**src/hw/rcs_pkg.sv**
```systemverilog
package rcs_pkg;

  // Special-function address of the reset cause register
  localparam logic [7:0] RCS_REG_ADDR = 8'hEF;

  // One-hot cause and enable positions in the register
  localparam logic [7:0] RCS_C_RTC = 8'h80;
  localparam logic [7:0] RCS_C_FERR = 8'h40;
  localparam logic [7:0] RCS_C_CMP = 8'h20;
  localparam logic [7:0] RCS_C_SW = 8'h10;
  localparam logic [7:0] RCS_C_WDT = 8'h08;
  localparam logic [7:0] RCS_C_MCD = 8'h04;
  localparam logic [7:0] RCS_C_POR = 8'h02;
  localparam logic [7:0] RCS_C_PIN = 8'h01;

  // Bits that hold a stored source enable
  localparam logic [7:0] RCS_EN_MASK = 8'hA6;
  // Enables after any reset: supply monitor stays selected
  localparam logic [7:0] RCS_EN_RESET = 8'h02;
  // Cause register value after power-on
  localparam logic [7:0] RCS_CAUSE_POR = 8'h02;
  localparam logic [7:0] RCS_ZERO8 = 8'h00;

  // Watchdog clock divider: system clock divided by twelve
  localparam int unsigned RCS_WDT_DIV = 12;
  localparam logic [3:0] RCS_WDT_LAST = 4'(RCS_WDT_DIV - 1);
  localparam logic [3:0] RCS_CNT_ZERO = 4'h0;
  localparam logic [3:0] RCS_CNT_ONE = 4'h1;

  // Last hold count of the internal system reset pulse, which lasts eight cycles
  localparam logic [3:0] RCS_HOLD_LAST = 4'h7;

  // Synchroniser reset value: pin high, supply ok, comparator high, no mcd
  localparam logic [3:0] RCS_SYNC_RESET = 4'h7;

  typedef enum logic [1:0] {
    RCS_RUN = 2'b00,
    RCS_HOLD = 2'b01,
    RCS_PIN = 2'b10
  } rcs_state_t;

  // True when an access lands above the lock byte address
  function automatic logic rcs_above_lock(input logic [15:0] addr,
                                          input logic [15:0] lock);
    return addr > lock;
  endfunction

endpackage

```
**src/hw/rcs_rtc_if.sv**
```systemverilog
interface rcs_rtc_if;
  logic alarm_evt;
  logic osc_fail_evt;
  modport src (output alarm_evt, output osc_fail_evt);
  modport snk (input alarm_evt, input osc_fail_evt);
endinterface

```
**src/hw/rcs_rtc_event.sv**
```systemverilog
module rcs_rtc_event (
  // Clock and reset
  input wire logic core_clk_in,
  input wire logic rst_in,
  // Real-time clock state
  input wire logic rtc_mcd_en_in,
  input wire logic rtc_clk_slow_in,
  input wire logic alarm_en_in,
  input wire logic [31:0] rtc_timer_in,
  input wire logic [31:0] alarm_compare_in,
  // Events toward the reset logic
  rcs_rtc_if.src evt
);
  import rcs_pkg::*;

  logic slow_s1_q;
  logic slow_s2_q;
  logic match_q;

  // Slow-clock detector level comes from another domain
  always_ff @(posedge core_clk_in) begin
    if (rst_in) begin
      slow_s1_q <= 1'b0;
      slow_s2_q <= 1'b0;
    end else begin
      slow_s1_q <= rtc_clk_slow_in;
      slow_s2_q <= slow_s1_q;
    end
  end

  // Oscillator fail only while its detector is enabled
  always_ff @(posedge core_clk_in) begin
    if (rst_in) begin
      evt.osc_fail_evt <= 1'b0;
    end else begin
      evt.osc_fail_evt <= rtc_mcd_en_in & slow_s2_q;
    end
  end

  // Alarm fires on timer equal to compare value
  always_ff @(posedge core_clk_in) begin
    if (rst_in) begin
      match_q <= 1'b0;
      evt.alarm_evt <= 1'b0;
    end else begin
      match_q <= alarm_en_in && (rtc_timer_in == alarm_compare_in);
      evt.alarm_evt <= match_q;
    end
  end

endmodule

```
**src/hw/rcs_reset_source_control.sv**
```systemverilog
module rcs_reset_source_control (
  // Clock and reset
  input wire logic core_clk_in,
  input wire logic rst_in,
  // Special-function register port
  input wire logic [7:0] sfr_addr_in,
  input wire logic sfr_wr_in,
  input wire logic sfr_rd_in,
  input wire logic sfr_rmw_in,
  input wire logic [7:0] sfr_wdata_in,
  output logic [7:0] sfr_rdata_out,
  // Asynchronous reset sources
  input wire logic rst_pin_in,
  input wire logic vdd_ok_in,
  input wire logic comparator_in,
  input wire logic missing_clock_in,
  // Watchdog function of the counter array
  input wire logic wdt_expire_in,
  input wire logic wdt_disable_in,
  output logic wdt_enable_out,
  output logic wdt_tick_out,
  // Flash access monitor
  input wire logic [15:0] flash_addr_in,
  input wire logic [15:0] lock_byte_addr_in,
  input wire logic program_store_write_enable_in,
  input wire logic xdata_write_in,
  input wire logic code_read_in,
  input wire logic fetch_in,
  input wire logic security_block_in,
  input wire logic flash_modify_in,
  input wire logic vdd_mon_enabled_in,
  // Real-time clock
  input wire logic rtc_mcd_en_in,
  input wire logic rtc_clk_slow_in,
  input wire logic alarm_en_in,
  input wire logic [31:0] rtc_timer_in,
  input wire logic [31:0] alarm_compare_in,
  // Reset outputs and reset pin
  output logic sys_reset_out,
  output logic missing_clock_en_out,
  output logic rst_pin_out,
  output logic rst_pin_oe_out
);
  import rcs_pkg::*;

  rcs_rtc_if rtc_evt ();
  rcs_state_t state_q;
  logic [3:0] sync_s1_q, sync_s2_q;
  logic [7:0] cause_q, en_q, req_d, pick_d, rdata_q;
  logic [3:0] hold_q, div_q;
  logic sys_reset_q, wdt_en_q, wdt_tick_q, oe_q, pin_q;
  logic reg_hit, ferr_d, pin_n_s, vdd_ok_s, cmp_s, mcd_s;

  rcs_rtc_event u_rtc (
    .core_clk_in(core_clk_in),
    .rst_in(rst_in),
    .rtc_mcd_en_in(rtc_mcd_en_in),
    .rtc_clk_slow_in(rtc_clk_slow_in),
    .alarm_en_in(alarm_en_in),
    .rtc_timer_in(rtc_timer_in),
    .alarm_compare_in(alarm_compare_in),
    .evt(rtc_evt)
  );

  // Lowest bit wins when several sources fire together
  function automatic logic [7:0] pick_cause(input logic [7:0] req);
    logic [7:0] one;
    one = RCS_ZERO8;
    for (int i = 7; i >= 0; i--) begin
      if (req[i]) begin
        one = RCS_C_PIN << i;
      end
    end
    return one;
  endfunction
  // Two-flop synchronisers for pin and analog levels
  always_ff @(posedge core_clk_in) begin
    if (rst_in) begin
      sync_s1_q <= RCS_SYNC_RESET;
      sync_s2_q <= RCS_SYNC_RESET;
    end else begin
      sync_s1_q <= {missing_clock_in, comparator_in, vdd_ok_in, rst_pin_in};
      sync_s2_q <= sync_s1_q;
    end
  end

  assign pin_n_s = sync_s2_q[0];
  assign vdd_ok_s = sync_s2_q[1];
  assign cmp_s = sync_s2_q[2];
  assign mcd_s = sync_s2_q[3];
  assign reg_hit = (sfr_addr_in == RCS_REG_ADDR);
  // Illegal flash accesses
  always_comb begin
    ferr_d = 1'b0;
    if (program_store_write_enable_in && xdata_write_in &&
        rcs_above_lock(flash_addr_in, lock_byte_addr_in)) begin
      ferr_d = 1'b1;
    end
    if (code_read_in && rcs_above_lock(flash_addr_in, lock_byte_addr_in)) begin
      ferr_d = 1'b1;
    end
    if (fetch_in && rcs_above_lock(flash_addr_in, lock_byte_addr_in)) begin
      ferr_d = 1'b1;
    end
    if (security_block_in) begin
      ferr_d = 1'b1;
    end
    if (flash_modify_in && !vdd_mon_enabled_in) begin
      ferr_d = 1'b1;
    end
  end

  // Gathered reset requests; pin, software and flash error requests have no enable gate
  always_comb begin
    req_d = RCS_ZERO8;
    if (|(en_q & RCS_C_RTC) &&
        (rtc_evt.alarm_evt || rtc_evt.osc_fail_evt)) begin
      req_d = req_d | RCS_C_RTC;
    end
    if (ferr_d) begin
      req_d = req_d | RCS_C_FERR;
    end
    if (|(en_q & RCS_C_CMP) && !cmp_s) begin
      req_d = req_d | RCS_C_CMP;
    end
    if (sfr_wr_in && reg_hit && |(sfr_wdata_in & RCS_C_SW)) begin
      req_d = req_d | RCS_C_SW;
    end
    if (wdt_en_q && wdt_expire_in) begin
      req_d = req_d | RCS_C_WDT;
    end
    if (|(en_q & RCS_C_MCD) && mcd_s) begin
      req_d = req_d | RCS_C_MCD;
    end
    if (|(en_q & RCS_C_POR) && !vdd_ok_s) begin
      req_d = req_d | RCS_C_POR;
    end
    if (!pin_n_s) begin
      req_d = req_d | RCS_C_PIN;
    end
    pick_d = pick_cause(req_d);
  end

  // Reset sequencer and cause capture
  always_ff @(posedge core_clk_in) begin
    if (rst_in) begin
      state_q <= RCS_HOLD;
      cause_q <= RCS_CAUSE_POR;
      hold_q <= RCS_CNT_ZERO;
      sys_reset_q <= 1'b1;
    end else begin
      case (state_q)
        RCS_RUN: begin
          if (|req_d) begin
            sys_reset_q <= 1'b1;
            hold_q <= RCS_CNT_ZERO;
            if (|(req_d & RCS_C_PIN)) begin
              state_q <= RCS_PIN;
            end else begin
              cause_q <= pick_d;
              state_q <= RCS_HOLD;
            end
          end
        end
        RCS_PIN: begin
          if (pin_n_s) begin
            cause_q <= RCS_C_PIN;
            state_q <= RCS_HOLD;
          end
        end
        RCS_HOLD: begin
          hold_q <= hold_q + RCS_CNT_ONE;
          if (hold_q == RCS_HOLD_LAST) begin
            sys_reset_q <= 1'b0;
            state_q <= RCS_RUN;
          end
        end
        default: begin
          state_q <= RCS_RUN;
          sys_reset_q <= 1'b0;
        end
      endcase
    end
  end

  // Stored source enables, set back to RCS_EN_RESET by each reset
  always_ff @(posedge core_clk_in) begin
    if (rst_in) begin
      en_q <= RCS_EN_RESET;
    end else if (sys_reset_q) begin
      en_q <= RCS_EN_RESET;
    end else if (sfr_wr_in && reg_hit) begin
      en_q <= sfr_wdata_in & RCS_EN_MASK;
    end
  end
  // Register read: causes, or stored enables for read-modify-write
  always_ff @(posedge core_clk_in) begin
    if (rst_in) begin
      rdata_q <= RCS_ZERO8;
    end else if (sfr_rd_in && reg_hit) begin
      rdata_q <= sfr_rmw_in ? en_q : cause_q;
    end else begin
      rdata_q <= RCS_ZERO8;
    end
  end
  // Watchdog back on after any reset, divided tick
  always_ff @(posedge core_clk_in) begin
    if (rst_in || sys_reset_q) begin
      wdt_en_q <= 1'b1;
      div_q <= RCS_CNT_ZERO;
      wdt_tick_q <= 1'b0;
    end else begin
      if (wdt_disable_in) begin
        wdt_en_q <= 1'b0;
      end
      wdt_tick_q <= (div_q == RCS_WDT_LAST);
      div_q <= (div_q == RCS_WDT_LAST) ? RCS_CNT_ZERO
                                       : div_q + RCS_CNT_ONE;
    end
  end
  // Pin pulled low only by power-on, never internal causes
  always_ff @(posedge core_clk_in) begin
    oe_q <= rst_in;
    pin_q <= 1'b0;
  end

  assign sfr_rdata_out = rdata_q;
  assign sys_reset_out = sys_reset_q;
  assign wdt_enable_out = wdt_en_q;
  assign wdt_tick_out = wdt_tick_q;
  assign missing_clock_en_out = |(en_q & RCS_C_MCD);
  assign rst_pin_out = pin_q;
  assign rst_pin_oe_out = oe_q;
endmodule

```
**config.mk**
```make
export PLATFORM = sky130hd
export DESIGN_NAME = rcs_reset_source_control
export DESIGN_NICKNAME = d
export VERILOG_FILES = /design/src/hw/rcs_pkg.sv /design/src/hw/rcs_rtc_if.sv /design/src/hw/rcs_rtc_event.sv /design/src/hw/rcs_reset_source_control.sv
export SDC_FILE = /design/constraint.sdc
export NUM_CORES = 1
export LEC_CHECK = 0
export ABC_AREA = 1
export ABC_CLOCK_PERIOD_IN_PS = 2640
export BUFFER_PORTS_ARGS = -buffer_cell sky130_fd_sc_hd__buf_2
export CORE_AREA = 2 2 96 89
export CTS_BUF_LIST = sky130_fd_sc_hd__clkbuf_16
export DETAILED_ROUTE_END_ITERATION = 8
export DIE_AREA = 0 0 98 91
export PLACE_DENSITY = 0.67
export SYNTH_ARGS = -nofsm -noshare
export SYNTH_HDL_FRONTEND = slang
export SYNTH_SLANG_ARGS = --single-unit
```
**constraint.sdc**
```tcl
create_clock -name core_clk_in -period 2.64 [get_ports core_clk_in]
set_input_delay 0.792 -clock core_clk_in [delete_from_list [all_inputs] [get_ports core_clk_in]]
set_output_delay 0.792 -clock core_clk_in [all_outputs]
set_load 0.03 [all_outputs]
```
Word level (Yosys, flattened, before mapping)
Index checks and enable logic that the tools add are counted.

storage, ports and cells
  register bits after elaboration = 47
  bits of input ports = 133
  output and inout bits = 14
  logic and storage cells = 100

cells by class
  $add $sub $neg = 2
  order comparisons = 1
  eq/ne operators = 10
  muxes and demuxes = 35
  bitwise logic cells = 3
  reduce and logical (&&, ||, !) cells = 31

operator list
  cell                                                 number
  two-way mux 8 bit                                    12
  equality test 32 bit                                 1
  > comparator 16 bit                                  1
  one-hot mux 8 bit (2 select lines)                   1
  logical AND 1 bit                                    14
  two-way mux 2 bit                                    5
  adder 4 x 1 -> 4 bit, second input constant          2
  equality test 8 bit, second input constant           1
  two-way mux 1 bit                                    8
  two-way mux 4 bit                                    2
  != test 2 bit, second input constant                 4
  one-hot mux 4 bit (2 select lines)                   1
  OR reduction 8 bit                                   1
  two-way mux 7 bit                                    1
  two-way mux 6 bit                                    1
  one-hot mux 2 bit (3 select lines)                   1
  AND reduction 3 bit                                  2
  OR reduction 2 bit                                   3
  two-way mux 5 bit                                    1
  equality test 4 x 3 -> 1 bit, second input constant  1
  equality test 4 bit, second input constant           1
  AND reduction 4 bit                                  1
  nonzero test 2 bit                                   2
  logical NOT 1 bit                                    3
  10 further kinds                                     12

Longest topological paths before layout
  word-level depth = 17
  gate-level depth with buffers = 18
  depth with buffers taken out = 17

Hierarchy
From an unflattened synthesis, not the netlist that was laid out.

second synthesis, totals
  cells, all modules = 447
  area total of the unflattened synthesis = 2882.8 sq um

modules (own cells, without submodules)
  module                    times used  cells an instance  area an instance (sq um)  seq. area each (sq um)
  rcs_reset_source_control  1           294                2162.1                    840.8
  rcs_rtc_event             1           153                720.7                     100.1

Least setup slack after synthesis
OpenSTA, ideal clock, no wires.

  kind = input-to-reg
  start point = in lock_byte_addr_in[15]
  end point = reg cause_q[4]
  setup time = 113 ps
  arrival = 2002 ps
  data required time = 2527 ps
  path slack = 525 ps
  stages = 14
  path buffers = 1
  cells stage by stage = inv_1 ha_1 nand2_1 nor2_2 nand2_1 nor2_1 a21oi_1 nand2_2 nand4_4 nand2_4 buf_6 nand2_2 nand2_1 nor2_1

between the ends
  cells in the longest elaborated chain, start to end = 17
  elaborated cells between the ends (all ways) = 22
  classes of those cells = order compare: 1; eq/ne: 1; mux: 15; reduce/logical: 5

RTL lines
  what                                RTL line                         RTL
  start: declaration                  rcs_reset_source_control.sv:24   input wire logic [15:0] lock_byte_addr_in,
  > comparator 16 bit (*)             rcs_pkg.sv:45                    return addr > lock;
  logical AND 1 bit                   rcs_reset_source_control.sv:95   if (program_store_write_enable_in && xdata_write_in &&
  two-way mux 1 bit                   rcs_reset_source_control.sv:95
  two-way mux 1 bit                   rcs_reset_source_control.sv:99   if (code_read_in && rcs_above_lock(flash_addr_in, lock_byte_addr_in)) begin
  two-way mux 1 bit (*)               rcs_reset_source_control.sv:102  if (fetch_in && rcs_above_lock(flash_addr_in, lock_byte_addr_in)) begin
  two-way mux 1 bit (*)               rcs_reset_source_control.sv:105  if (security_block_in) begin
  two-way mux 1 bit (*)               rcs_reset_source_control.sv:108  if (flash_modify_in && !vdd_mon_enabled_in) begin
  two-way mux 7 bit (*)               rcs_reset_source_control.sv:120  if (ferr_d) begin
  two-way mux 8 bit (6 in a row)      rcs_reset_source_control.sv:70   if (req[i]) begin
  two-way mux 8 bit                   rcs_reset_source_control.sv:157  if (|(req_d & RCS_C_PIN)) begin
  two-way mux 8 bit                   rcs_reset_source_control.sv:154  if (|req_d) begin
  one-hot mux 8 bit (2 select lines)  rcs_reset_source_control.sv:152  case (state_q)
  end signal: assignment              rcs_reset_source_control.sv:160  cause_q <= pick_d;
  end: declaration                    rcs_reset_source_control.sv:49   logic [7:0] cause_q, en_q, req_d, pick_d, rdata_q;

Mark *: on every way between the ends. The rest lies on a longest branch, timed or not. The select of a mux whose other input is x is not followed.
A chain may end at the register's enable or synchronous reset.

Worst setup path in the final report
  start point = in flash_addr_in[15]
  end point = reg cause_q[6]

between the ends
  cells in the longest elaborated chain, start to end = 17
  elaborated cells between the ends (all ways) = 22
  classes of those cells = order compare: 1; eq/ne: 1; mux: 15; reduce/logical: 5

RTL lines
  what                                RTL line                         RTL
  start: declaration                  rcs_reset_source_control.sv:23   input wire logic [15:0] flash_addr_in,
  > comparator 16 bit (*)             rcs_pkg.sv:45
  logical AND 1 bit                   rcs_reset_source_control.sv:95
  two-way mux 1 bit                   rcs_reset_source_control.sv:95
  two-way mux 1 bit                   rcs_reset_source_control.sv:99
  two-way mux 1 bit (*)               rcs_reset_source_control.sv:102
  two-way mux 1 bit (*)               rcs_reset_source_control.sv:105
  two-way mux 1 bit (*)               rcs_reset_source_control.sv:108
  two-way mux 7 bit (*)               rcs_reset_source_control.sv:120
  two-way mux 8 bit (6 in a row)      rcs_reset_source_control.sv:70
  two-way mux 8 bit                   rcs_reset_source_control.sv:157
  two-way mux 8 bit                   rcs_reset_source_control.sv:154
  one-hot mux 8 bit (2 select lines)  rcs_reset_source_control.sv:152

Marks and branches as above.

==> metrics <==
IO Port Bufs 142; Via density 4.39; Post-CTS Resized 0; Post-CTS Setup Bufs 0; drt first pass iters 4; CTS clk-pin slew, worst paths 0.06 ns; Mapped Area 0.00271 mm^2; Seq/Total Area, Yosys 34.8%; clk sinks 47; Chip Width 98 um; reg-to-reg slack, setup 1.16 ns; internal power 1400 uW; maximum number of pins on one net before global-route repair 20; Switching Share 21.7%; Syn Nets 545; post-synthesis cell type count 37; Final #Nets 689; Comb power frac 14.9%; Core Region 0.00787 mm^2; Net Sw Power 388 uW; htree depth 2; die area 0.00892 mm^2; Syn. warnings 0; CP Cell Sequence buf_2, ha_1, a21oi_1, o21ai_0, a21oi_1, nand2_1, nand2_2, nand4_4, nand2_4, inv_1, nor2_1, nor2_1; final core utilization 47.1%; Leak 0.00204 uW; P&R area growth vs syn 36.9%; Final Hold Viols 0; Final period util 78.7%; setup TNS 0 ns; VDD IR-drop max 0.000282 V; vias in the first global route 2744; CTS max path bufs 2; vias 2803; unrepaired setup endpoints after global routing no; TritonCTS clock tree built; Mapped Cells 394; GRT overflow 0; Max-Cap Viols 0; Critical Path Slowest Stage Cell ha_1; Diodes inserted 0; I/O pins 147; Seq cells post-synth 47; Setup CP Type in -> reg; Detail Route Antenna Nets 0; most frequent cells in the layout buf_2, nand2_1, inv_1; initial antenna violation count 0; clock skew 0.00392 ns; # rows 31; sequential share of power 40.8%; Worst path depth 12; crit-path leading delay family simple AND/OR/NAND/NOR gates; Routed WL per cell 9.79 um; clock power share 44.3%; Die Y 91 um; Final Critical Period 2.08 ns; worst hold path type reg -> reg; residual DRC count 0; GP Congestion 0.825; Buf+Inv Stages, Crit Path 2; Worst Path Required 2.82 ns; PD cells 483 mW/mm^2; total CTS buffers 5; fmax 0.481 GHz; clk_lat worst skew 0.28 ns; Starting Density 34.4%; post-DP HPWL 5390 um; worst hold stages 2; Tot GR Track Use 14.2%; largest stage delay on the critical path 0.30 ns; Critical Path Sink Type flop; cts hold-fix bufs 0; max-slew violations 0; First DRT Iteration DRCs 58; FF-to-FF path depth 10; status finished, final reports clean; Finish-stage setup viols 0; Worst Path Arrival 2.26 ns; commonest non-fill, non-tap cell in the layout buf_2; clk root buf clkbuf_16; CP max FO 14; routed wire length 6250 um; first-pass GRT wire length 10700 um; crit path launch type primary input; layout cells sized above 1 32.5%; Avg Cell Area, Syn 6.87 um^2
-- synth_stat cells, drive strengths merged --
cell / instances / area (um^2)
ha: 18 / 225
xnor2: 4 / 35.0
o211ai: 2 / 15.0
xor2: 4 / 35.0
a221oi: 3 / 26.3
nor2: 58 / 225
inv: 76 / 285
o2111ai: 1 / 8.76
or2: 12 / 75.1
nor3: 4 / 20.0
nand3: 17 / 85.1
buf: 4 / 27.5
a21o: 1 / 7.51
a21oi: 22 / 114
conb: 1 / 3.75
a211oi: 1 / 7.51
a22o: 3 / 26.3
dfxtp: 47 / 941
clkbuf: 2 / 7.51
nand2: 83 / 329
a221o: 1 / 10.0
nor4: 2 / 12.5
nor3b: 2 / 20.0
o22ai: 6 / 37.5
o21ai: 15 / 75.1
nand4: 5 / 52.6
-- metrics by stage --
stage	cells	worst slack, ns	power (uW)	hold WS (ns)	area (um^2)
6_report	638	0.561	1790	0.408	3710
5_1_grt	638	0.354	1880	0.430	3710
4_1_cts	638	0.520	1820	0.410	3710
3_5_place_dp	630	0.231	1020	0.399	3510
3_3_place_gp	630	0.245	1010	0.394	3510
2_1_floorplan	394	0.525	887	0.388	2710
-- registers in the layout (all words and copies together) (netlist names) --
| register | count |
|---|---|
| sys_reset_out | 1 |
| wdt_enable_out | 1 |
| wdt_tick_out | 1 |
| u_rtc.slow_s2_q | 1 |
| u_rtc.evt.alarm_evt | 1 |
| state_q | 2 |
| sfr_rdata_out | 8 |
| u_rtc.evt.osc_fail_evt | 1 |
| u_rtc.slow_s1_q | 1 |
| rst_pin_oe_out | 1 |
| u_rtc.match_q | 1 |
| sync_s2_q | 4 |
| hold_q | 4 |
| en_q | 4 |
| div_q | 4 |
| cause_q | 8 |
| sync_s1_q | 4 |
-- layout make-up --
class,count,area (um^2)
Tap cell,99,124
Inverter,76,285
Multi-Input combinational cell,265,1450
Clock inverter,3,67.6
Clock buffer,5,125
Fill cell,814,4170
Timing Repair Buffer,143,718
Sequential cell,47,941
-- worst register-to-register path, cell delays in order (launching register included) --
cell and delay (ns):
dfxtp_1 0.34, nand2_1 0.10, nand2_1 0.08, inv_1 0.05
nand4_1 0.08, nor2_2 0.20, nand4_4 0.15, nand2_4 0.19
inv_1 0.08, nor2_1 0.09, nor2_1 0.04
-- power groups by stage --
stage / clock network, uW / registers [uW] / logic [uW]
floorplan: 0 / 747 / 140
global placement: 0 / 745 / 262
detailed placement: 0 / 746 / 271
CTS: 814 / 730 / 272
global route: 838 / 731 / 307
finish: 794 / 730 / 266
-- per-layer routing --
layer  vias up  GRT usage, %  routed length, um
li1       1527             -                  -
met1      1160          15.1               2560
met2       110          27.5               3140
met3         6          3.62                487
met4         0          3.70                 53
met5         -             0                  0
-- final timing paths --
path | start | to
max reg2reg | en_q[2] | cause_q[6]
max | flash_addr_in[15] | cause_q[6]
min reg2reg | u_rtc.slow_s1_q | u_rtc.slow_s2_q
min | u_rtc.slow_s1_q | u_rtc.slow_s2_q
-- cells by family after synthesis --
group	synth area share (%)
xor gates and xnor gates	2.59
AOI/OAI and AO/OA	12.1
DFF	34.8
adders and majority gates	8.32
other	0.138
and+or+nand+nor	30.3
buffers and inverters	11.8
No activity file was read; power rests on OpenSTA's default activity.
